### src/shared/bafo_pkg.sv
// constants and types for the byte alu file-ops execution block
// Overview of operation
// RULE1: non-branch pc writes force pc bit eight low
// RULE2: port read-modify-write uses sampled pin levels
// RULE3: load_direction_latches with f 5..7 copies accumulator
// RULE4: direction bit one tristates pin, zero drives
// RULE5: writing timer register clears assigned prescaler
// RULE6: add_acc_file adds, updates carry, digit carry, zero
// RULE7: destination bit zero accumulator, one file register
// RULE8: clear_file_bit clears one bit, flags untouched
// RULE9: and_acc_literal ands literal, zero flag only
// RULE10: and_acc_file ands file, routes by destination
// RULE11: instruction cycle spans four oscillator periods
package bafo_pkg;
  localparam int          INSN_W        = 12;
  localparam int          PHASES        = 4;
  localparam logic [1:0]  PHASE_LAST    = 2'h3;
  localparam logic [4:0]  ADDR_TIMER    = 5'h01;
  localparam logic [4:0]  ADDR_PCL      = 5'h02;
  localparam logic [4:0]  ADDR_STATUS   = 5'h03;
  localparam logic [4:0]  ADDR_PORT     = 5'h06;
  localparam logic [2:0]  DIR_PORT_LO   = 3'h5;
  localparam logic [2:0]  DIR_PORT_HI   = 3'h7;
  localparam logic [7:0]  DIR_RESET     = 8'hFF;
  localparam logic [7:0]  ACC_RESET     = 8'h00;
  localparam logic [7:0]  PORT_RESET    = 8'h00;
  localparam logic [7:0]  STATUS_RESET  = 8'h18;
  localparam int          FLAG_C        = 0;
  localparam int          FLAG_DC       = 1;
  localparam int          FLAG_Z        = 2;
  localparam logic [5:0]  OP_ADD_FILE   = 6'h07;
  localparam logic [5:0]  OP_AND_FILE   = 6'h05;
  localparam logic [3:0]  OP_CLR_BIT    = 4'h4;
  localparam logic [3:0]  OP_AND_LIT    = 4'hE;
  localparam logic [8:0]  OP_DIR_LOAD   = 9'h000;
  typedef enum logic [2:0] {
    BAFO_NONE, BAFO_ADD_FILE, BAFO_AND_FILE, BAFO_CLR_BIT, BAFO_AND_LIT, BAFO_DIR_LOAD
  } bafo_op_t;
endpackage : bafo_pkg

### src/shared/bafo_dec_if.sv
// decoded instruction fields passed from decoder to datapath
`timescale 1ns/1ps
interface bafo_dec_if;
  import bafo_pkg::*;
  bafo_op_t   op;
  logic [4:0] faddr;
  logic       dest;
  logic [2:0] bsel;
  logic [7:0] lit;
  modport dec (output op, faddr, dest, bsel, lit);
  modport use_side (input op, faddr, dest, bsel, lit);
endinterface : bafo_dec_if

### src/hdl/bafo_core.sv
// execution datapath: add with file, and with file or literal, bit clear, direction load
`timescale 1ns/1ps
module bafo_core
  import bafo_pkg::*;
(
  // clock and reset
  input  wire logic              core_clk,
  input  wire logic              nrst,
  input  wire logic              clk_en,
  // instruction taken at the end of each instruction cycle
  input  wire logic [INSN_W-1:0] insn,
  input  wire logic              insn_valid,
  input  wire logic              prescaler_on_timer,
  // file register space outside this block
  input  wire logic [7:0]        file_rdata,
  output logic [4:0]             file_addr,
  output logic [7:0]             file_wdata,
  output logic                   file_we,
  // port pins
  input  wire logic [7:0]        pin_in,
  output logic [7:0]             pin_out,
  output logic [7:0]             pin_oe,
  // core state
  output logic [7:0]             acc,
  output logic [7:0]             status,
  output logic                   pc_bit8_clr,
  output logic                   prescaler_clr,
  output logic                   cycle_end
);
  bafo_dec_if dif ();
  bafo_decode u_dec (.insn(insn), .dec(dif));

  logic [1:0] phase_r;
  logic [7:0] pin_s1_r, pin_s2_r;
  logic [7:0] acc_r, status_r, port_r, dir_r;
  logic [4:0] faddr_r;
  logic [7:0] wdata_r;
  logic       we_r, pc8_r, psc_r, end_r;

  // four oscillator phases per instruction cycle; execute on the last
  wire last_ph = (phase_r == PHASE_LAST); // see RULE11
  wire exec    = last_ph && insn_valid;

  // port reads use synchronised pin levels, never the output latch
  wire [7:0] fval = (dif.faddr == ADDR_PORT) ? pin_s2_r : file_rdata; // see RULE2

  wire [8:0] sum     = {1'b0, acc_r} + {1'b0, fval}; // see RULE6
  wire [4:0] lo_sum  = {1'b0, acc_r[3:0]} + {1'b0, fval[3:0]};
  wire [7:0] and_f   = acc_r & fval; // see RULE10
  wire [7:0] and_l   = acc_r & dif.lit; // see RULE9
  wire [7:0] bmask   = ~(8'h01 << dif.bsel);
  wire [7:0] bcf_res = fval & bmask; // see RULE8

  wire       is_file = (dif.op == BAFO_ADD_FILE) || (dif.op == BAFO_AND_FILE);
  wire [7:0] res     = (dif.op == BAFO_ADD_FILE) ? sum[7:0] :
                       (dif.op == BAFO_AND_FILE) ? and_f :
                       (dif.op == BAFO_CLR_BIT)  ? bcf_res : and_l;
  wire       to_file = (is_file && dif.dest) || (dif.op == BAFO_CLR_BIT); // see RULE7
  wire       to_acc  = (is_file && !dif.dest) || (dif.op == BAFO_AND_LIT);
  wire       zset    = is_file || (dif.op == BAFO_AND_LIT);
  wire       wr_file = exec && to_file;
  wire       st_wr   = wr_file && (dif.faddr == ADDR_STATUS);

  // a write to status by the instruction itself wins over its flag update
  logic [7:0] status_nxt;
  always_comb begin
    status_nxt = st_wr ? res : status_r;
    if (exec && zset && !st_wr) begin
      status_nxt[FLAG_Z] = (res == 8'h00);
    end
    if (exec && dif.op == BAFO_ADD_FILE && !st_wr) begin
      status_nxt[FLAG_C]  = sum[8];
      status_nxt[FLAG_DC] = lo_sum[4];
    end
  end

  // pins move at any time, so only the second flop feeds the port read
  always_ff @(posedge core_clk or negedge nrst) begin
    if (!nrst) begin
      phase_r  <= 2'h0;
      pin_s1_r <= 8'h00;
      pin_s2_r <= 8'h00;
    end else if (clk_en) begin
      phase_r  <= phase_r + 2'h1;
      pin_s1_r <= pin_in;
      pin_s2_r <= pin_s1_r;
    end
  end

  always_ff @(posedge core_clk or negedge nrst) begin
    if (!nrst) begin
      acc_r    <= ACC_RESET;
      status_r <= STATUS_RESET;
      port_r   <= PORT_RESET;
      dir_r    <= DIR_RESET;
    end else if (clk_en) begin
      status_r <= status_nxt;
      if (exec && to_acc) begin
        acc_r <= res;
      end
      if (wr_file && dif.faddr == ADDR_PORT) begin
        port_r <= res;
      end
      if (exec && dif.op == BAFO_DIR_LOAD) begin
        dir_r <= acc_r; // see RULE3
      end
    end
  end

  // file strobes leave one clock after the execute edge, so the file side
  // sees registered address and data rather than the decode path
  always_ff @(posedge core_clk or negedge nrst) begin
    if (!nrst) begin
      faddr_r <= 5'h00;
      wdata_r <= 8'h00;
      we_r    <= 1'b0;
      pc8_r   <= 1'b0;
      psc_r   <= 1'b0;
      end_r   <= 1'b0;
    end else if (clk_en) begin
      faddr_r <= dif.faddr;
      wdata_r <= res;
      we_r    <= wr_file;
      // any write of the pc low byte from this subset is a non-branch pc write
      pc8_r   <= wr_file && (dif.faddr == ADDR_PCL); // see RULE1
      psc_r   <= wr_file && (dif.faddr == ADDR_TIMER) && prescaler_on_timer; // see RULE5
      end_r   <= last_ph;
    end
  end

  assign file_addr     = faddr_r;
  assign file_wdata    = wdata_r;
  assign file_we       = we_r;
  assign pin_out       = port_r;
  // a one in a direction bit turns the driver off
  assign pin_oe        = ~dir_r; // see RULE4
  assign acc           = acc_r;
  assign status        = status_r;
  assign pc_bit8_clr   = pc8_r;
  assign prescaler_clr = psc_r;
  assign cycle_end     = end_r;

  a_cycle_four: assert property (@(posedge core_clk) disable iff (!nrst) // see RULE11
    (clk_en && last_ph) |=> (!last_ph || !clk_en));
  a_add_carry: assert property (@(posedge core_clk) disable iff (!nrst) // see RULE6
    (clk_en && exec && dif.op == BAFO_ADD_FILE && !st_wr) |=> status_r[FLAG_C] == $past(sum[8]));
  a_and_zero: assert property (@(posedge core_clk) disable iff (!nrst) // see RULE9
    (clk_en && exec && dif.op == BAFO_AND_LIT) |=> (acc_r == $past(and_l))
      && status_r[FLAG_Z] == (acc_r == 8'h00));
  a_andf_dest: assert property (@(posedge core_clk) disable iff (!nrst) // see RULE10
    (clk_en && exec && dif.op == BAFO_AND_FILE && dif.dest) |=> file_we
      && file_wdata == $past(and_f) && $stable(acc_r));
  a_dest_acc: assert property (@(posedge core_clk) disable iff (!nrst) // see RULE7
    (clk_en && exec && is_file && !dif.dest) |=> !file_we);
  a_bcf_flags: assert property (@(posedge core_clk) disable iff (!nrst) // see RULE8
    (clk_en && exec && dif.op == BAFO_CLR_BIT && dif.faddr != ADDR_STATUS)
      |=> $stable(status_r) && file_we && (file_wdata & ~$past(bmask)) == 8'h00);
  a_dir_load: assert property (@(posedge core_clk) disable iff (!nrst) // see RULE3
    (clk_en && exec && dif.op == BAFO_DIR_LOAD) |=> pin_oe == ~$past(acc_r));
  a_psc_clear: assert property (@(posedge core_clk) disable iff (!nrst) // see RULE5
    (clk_en && wr_file && dif.faddr == ADDR_TIMER && prescaler_on_timer) |=> prescaler_clr);
  a_pc_bit8: assert property (@(posedge core_clk) disable iff (!nrst) // see RULE1
    (clk_en && wr_file && dif.faddr == ADDR_PCL) |=> pc_bit8_clr);
  a_port_pins: assert property (@(posedge core_clk) disable iff (!nrst) // see RULE2
    (clk_en && exec && is_file && dif.dest && dif.faddr == ADDR_PORT
      && dif.op == BAFO_AND_FILE) |=> pin_out == $past(acc_r & pin_s2_r));

  // execute-path checks; expectations are rebuilt from operands, not from res
  a_phase_step: assert property (@(posedge core_clk) disable iff (!nrst) // see RULE11
    clk_en
      |=> (phase_r == 2'($past(phase_r) + 2'h1)));
  a_freeze_hold: assert property (@(posedge core_clk) disable iff (!nrst) // see RULE11
    !clk_en
      |=> ($stable(acc_r) && $stable(status_r) && $stable(phase_r) && $stable(dir_r)));
  a_end_pulse: assert property (@(posedge core_clk) disable iff (!nrst) // see RULE11
    (clk_en && cycle_end)
      |=> !cycle_end);
  a_invalid_idle: assert property (@(posedge core_clk) disable iff (!nrst) // see RULE11
    (clk_en && last_ph && !insn_valid)
      |=> ($stable(acc_r) && $stable(status_r) && !file_we));
  a_add_dcarry: assert property (@(posedge core_clk) disable iff (!nrst) // see RULE6
    (clk_en && exec && dif.op == BAFO_ADD_FILE && !st_wr)
      |=> (status_r[FLAG_DC] == ((5'($past(acc_r[3:0])) + 5'($past(fval[3:0]))) > 5'h0F))
      && (status_r[FLAG_Z] == (8'($past(acc_r) + $past(fval)) == 8'h00)));
  a_add_route: assert property (@(posedge core_clk) disable iff (!nrst) // see RULE7
    (clk_en && exec && dif.op == BAFO_ADD_FILE && !dif.dest)
      |=> (acc_r == 8'($past(acc_r) + $past(fval))) && !file_we);
  a_andf_flags: assert property (@(posedge core_clk) disable iff (!nrst) // see RULE10
    (clk_en && exec && dif.op == BAFO_AND_FILE && !st_wr)
      |=> (status_r[FLAG_Z] == (($past(acc_r) & $past(fval)) == 8'h00))
      && (status_r[FLAG_DC:FLAG_C] == $past(status_r[FLAG_DC:FLAG_C])));
  a_andf_route: assert property (@(posedge core_clk) disable iff (!nrst) // see RULE10
    (clk_en && exec && dif.op == BAFO_AND_FILE && !dif.dest)
      |=> (acc_r == ($past(acc_r) & $past(fval))) && !file_we);
  a_andl_flags: assert property (@(posedge core_clk) disable iff (!nrst) // see RULE9
    (clk_en && exec && dif.op == BAFO_AND_LIT)
      |=> (status_r[FLAG_DC:FLAG_C] == $past(status_r[FLAG_DC:FLAG_C])) && !file_we);
  a_dir_ignore: assert property (@(posedge core_clk) disable iff (!nrst) // see RULE3
    (clk_en && exec && insn[11:3] == OP_DIR_LOAD && insn[2:0] < DIR_PORT_LO)
      |=> $stable(pin_oe));
  a_psc_dest0: assert property (@(posedge core_clk) disable iff (!nrst) // see RULE5
    (clk_en && exec && is_file && !dif.dest && dif.faddr == ADDR_TIMER)
      |=> !prescaler_clr);
  a_psc_unowned: assert property (@(posedge core_clk) disable iff (!nrst) // see RULE5
    (clk_en && !prescaler_on_timer)
      |=> !prescaler_clr);
  a_pc_quiet: assert property (@(posedge core_clk) disable iff (!nrst) // see RULE1
    (clk_en && !(exec && dif.faddr == ADDR_PCL))
      |=> !pc_bit8_clr);
  a_port_bclr: assert property (@(posedge core_clk) disable iff (!nrst) // see RULE2
    (clk_en && exec && dif.op == BAFO_CLR_BIT && dif.faddr == ADDR_PORT)
      |=> (pin_out == ($past(pin_s2_r) & ~(8'h01 << $past(dif.bsel)))));
  a_bcf_keep: assert property (@(posedge core_clk) disable iff (!nrst) // see RULE8
    (clk_en && exec && dif.op == BAFO_CLR_BIT)
      |=> ((file_wdata | (8'h01 << $past(dif.bsel)))
        == ($past(fval) | (8'h01 << $past(dif.bsel))))
      && (file_addr == $past(dif.faddr)));
  a_we_pulse: assert property (@(posedge core_clk) disable iff (!nrst) // see RULE7
    (clk_en && file_we)
      |=> !file_we);
  a_file_addr: assert property (@(posedge core_clk) disable iff (!nrst) // see RULE7
    (clk_en && wr_file)
      |=> (file_addr == $past(dif.faddr)) && file_we);
endmodule : bafo_core

### src/hdl/bafo_decode.sv
// instruction field decoder for the supported subset
`timescale 1ns/1ps
module bafo_decode
  import bafo_pkg::*;
(
  // instruction word
  input  wire logic [INSN_W-1:0] insn,
  // decoded fields
  bafo_dec_if.dec                dec
);
  wire is_add = (insn[11:6] == OP_ADD_FILE);
  wire is_and = (insn[11:6] == OP_AND_FILE);
  wire is_bcf = (insn[11:8] == OP_CLR_BIT);
  wire is_anl = (insn[11:8] == OP_AND_LIT);
  wire is_dir = (insn[11:3] == OP_DIR_LOAD) && (insn[2:0] >= DIR_PORT_LO)
                && (insn[2:0] <= DIR_PORT_HI); // see RULE3
  assign dec.op = is_add ? BAFO_ADD_FILE : is_and ? BAFO_AND_FILE : is_bcf ? BAFO_CLR_BIT :
                  is_anl ? BAFO_AND_LIT : is_dir ? BAFO_DIR_LOAD : BAFO_NONE;
  assign dec.faddr = insn[4:0];
  assign dec.dest  = insn[5];
  assign dec.bsel  = insn[7:5];
  assign dec.lit   = insn[7:0];
endmodule : bafo_decode

### config.mk
export PLATFORM = sky130hd
export DESIGN_NAME = bafo_core
export DESIGN_NICKNAME = d
export VERILOG_FILES = /design/src/shared/bafo_pkg.sv /design/src/shared/bafo_dec_if.sv /design/src/hdl/bafo_core.sv /design/src/hdl/bafo_decode.sv
export SDC_FILE = /design/constraint.sdc
export NUM_CORES = 1
export LEC_CHECK = 0
export BUFFER_PORTS_ARGS = -buffer_cell sky130_fd_sc_hd__buf_2
export CELL_PAD_IN_SITES_DETAIL_PLACEMENT = 1
export CELL_PAD_IN_SITES_GLOBAL_PLACEMENT = 2
export CORE_ASPECT_RATIO = 0.5
export CORE_MARGIN = 4
export CORE_UTILIZATION = 30
export CTS_CLUSTER_DIAMETER = 60
export DETAILED_ROUTE_END_ITERATION = 7
export GPL_ROUTABILITY_DRIVEN = 0
export PLACE_DENSITY = 0.75
export RECOVER_POWER = 100
export SYNTH_ARGS = -nofsm -noshare
export SYNTH_HDL_FRONTEND = slang
export SYNTH_SLANG_ARGS = --single-unit
### constraint.sdc
create_clock -name core_clk -period 2.3 [get_ports core_clk]
set_input_delay 0.46 -clock core_clk [delete_from_list [all_inputs] [get_ports core_clk]]
set_output_delay 0.46 -clock core_clk [all_outputs]
set_load 0.005 [all_outputs]
==> flow_metrics.env <==
export IMPL_place_inst=616
export IMPL_reg2regPathDepth=12
export IMPL_ys_seq_area_frac=0.485
export IMPL_post_route_min_period_ps=2740
export IMPL_tns_ps=-6210
export IMPL_hold_path_class="input port to register"
export IMPL_crit_buf_inv=4
export IMPL_cts_inserted_buffers=9
export IMPL_syn_area_per_cell_um2=10.4
export IMPL_synth_nets=378
export IMPL_cts_sinks=67
export IMPL_drt_pre_antenna_iters=4
export IMPL_clockBufferDepth=2
export IMPL_setup_ws_ps=-435
export IMPL_timing_final_max_slew_violations=68
export IMPL_fin_crit_sh=1.19
export IMPL_critPathLaunch="insn[3]"
export IMPL_drv_cap=1
export IMPL_use_met3=0.0383
export IMPL_fp_dieW_um=160
export IMPL_pwr_density_cell_nw_per_um2=620
export IMPL_first_global_vias=3476
export IMPL_synth_largest_area_cell="dfrtp_1"
export IMPL_syn_inst=335
export IMPL_grt_pass1_wl_um=19100
export IMPL_violations="capacitance limit, slew limit, setup timing"
export IMPL_yosysWarnings=0
export IMPL_via_count=3187
export IMPL_finalNonFillerCells=644
export IMPL_start_util=0.312
export IMPL_cts_tree="yes"
export IMPL_grt_usage=0.179
export IMPL_multi_input_area_um2=1950
export IMPL_worst_setup_path_type="input port to register"
export IMPL_setup_viol=29
export IMPL_cp_end_kind="register"
export IMPL_synth_cell_types=54
export IMPL_tightest_slew_ps=1670
export IMPL_grt_ovfl_total=0
export IMPL_async_reset_ff_frac=1.00
export IMPL_detailedPlace_worstSlack_ps=-788
export IMPL_cts_root_buf="clkbuf_16"
export IMPL_antennaDiodeCount=0
export IMPL_regArea_um2=1690
export IMPL_post_drt_wl_per_cell_um=18.3
export IMPL_top_usage_layer="met2"
export IMPL_crit_chain="buf_8 > nor3b_4 > nand2_4 > mux2_4 > ha_4 > inv_2 > fa_2 > buf_4 > buf_6 > xor2_2 > a32oi_1 > o211ai_1 > nand4_1 > nor4b_4 > a31o_1"
export IMPL_synth_enable_flop_cells=0
export IMPL_path_clk_slew_ps=60
export IMPL_p_leak_nw=2.45
export IMPL_syn_to_final_growth_pct=50.0
export IMPL_ant_nets=0
export IMPL_cpMaxStageDelayCell="fa_2"
export IMPL_drive_gt1_frac=0.489
export IMPL_io_pins=82
export IMPL_status="finished, violations left"
export IMPL_final_cell_area_um2=5220
export IMPL_ir_drop_mv=0.277
export IMPL_drcViolationCount=0
export IMPL_netlist_top_cells_count="57 x dfrtp_1, 41 x nand2_1, 36 x mux2_2, 34 x o21ai_0, 18 x inv_1"
export IMPL_cp_arrival_ps=2960
export IMPL_antenna_found_initial=0
export IMPL_yosysMostFrequentCell="dfrtp_1"
export IMPL_drt_first_iter_violations=181
export IMPL_fin_util=0.469
export IMPL_ys_ff_latch=67
export IMPL_use_met1=0.248
export IMPL_viasPerCell=4.95
export IMPL_routed_wirelength_um=11800
export IMPL_std_cell_rows=27
export IMPL_fp_coreArea_um2=11100
export IMPL_cp_required_ps=2520
export IMPL_clk_latency_ps=330
export IMPL_r2r_start="pin_s2_r[0]"
export IMPL_synth_top_cell_area_share=0.409
export IMPL_hpwl_um=8810
export IMPL_critical_path_top_delay_family="simple AND/OR/NAND/NOR gates"
export IMPL_placed_area_um2=4660
export IMPL_setup_worst_path_start_class="input port"
export IMPL_h_tree_depth=3
export IMPL_hold_viol_final=0
export IMPL_path_depth=15
export IMPL_synthFlopType="dfrtp_1"
export IMPL_nets=537
export IMPL_rsz0062_at_grt="yes"
export IMPL_use_met2=0.286
export IMPL_crit_fanout=2
export IMPL_syn_area_um2=3480
export IMPL_slew_headroom=-0.115
export IMPL_io_buffers=81
export IMPL_worstHoldPathCells=2
export IMPL_hold_path_startpoint="pin_in[4]"
export IMPL_num_fill_cells=1272
export IMPL_clock_skew_ps=6.42
export IMPL_yosys_top_cells_area="dfrtp_1 41%, mux2_2 12%, dfstp_2 7.5%"
export IMPL_grt_max_degree=68
export IMPL_hold_buffers=0
export IMPL_die_area_um2=13500
export IMPL_max_stage_delay_ps=370
export IMPL_die_h_um=84.2
export IMPL_timing_fmax_mhz=366
[metrics by stage]
step / total power [mW] / hold slack (ps)
after floorplan: 1.57 / 164
after global placement: 1.80 / 460
after detailed placement: 1.81 / 472
after CTS: 3.27 / 152
after global routing: 3.40 / 348
final: 3.24 / 359
[path summary, 6_finish.rpt]
kind,to,slack (ps)
hold / removal,pin_s1_r[4],360
setup / recovery,status[2],-440
setup reg to reg,status[2],-150
min in group asynchronous,pin_s1_r[3],650
max in group asynchronous,file_wdata[3],660
hold reg to reg,status[3],470
[final cells by class]
class	count	area share
Clock buffer	12	0.0491
Clock inverter	4	0.00958
Inverter	18	0.0129
Multi-Input combinational cell	236	0.373
Sequential cell	67	0.323
Tap cell	145	0.0347
Timing Repair Buffer	162	0.197
[where the power goes]
group          switching [mW]  internal (mW)  total (mW)
registers              0.0533           1.27        1.32
clock network           0.522          0.897        1.42
logic                   0.249          0.247       0.496
[placed cells by master, fill, tap and decap left out, types with 8 or more instances in the layout]
cell,instances
clkbuf_1,30
inv_1,15
buf_2,56
dfstp_2,10
mux2_4,8
nand3_1,12
o21ai_0,16
o21ai_2,12
nand2_1,39
buf_6,10
dfrtp_1,57
clkbuf_16,9
mux2_2,28
buf_4,61
nor2_1,15
[sequential cells by signal, indices dropped and copies added (netlist names), 5 cells and up]
register and flops:
status 8, file_addr 5, pin_s1_r 8, dir_r 8
acc 8, pin_out 8, file_wdata 8, pin_s2_r 8
[per-layer routing]
layer,part of all wire,routed length [um]
met5,0,0
met4,0.011,133
met3,0.028,333
met2,0.46,5450
met1,0.50,5900
[cells by family (layout without fill, tap and decap cells)]
family	count (synthesis)	count (layout)	synth area share
mux	38	38	0.122
simple gates	99	99	0.143
flops	67	67	0.485
compound gates	82	82	0.155
buf+inv	32	196	0.0391
xor+xnor	7	7	0.0176
fa+ha+maj	10	10	0.0381
[timing repair]
item	4_1_cts	5_1_grt
pin swaps	22	16
buffers inserted	9	6
resized for setup	42	21
endpoints found under the setup margin	29	29
Power figures use the tool's default switching activity.
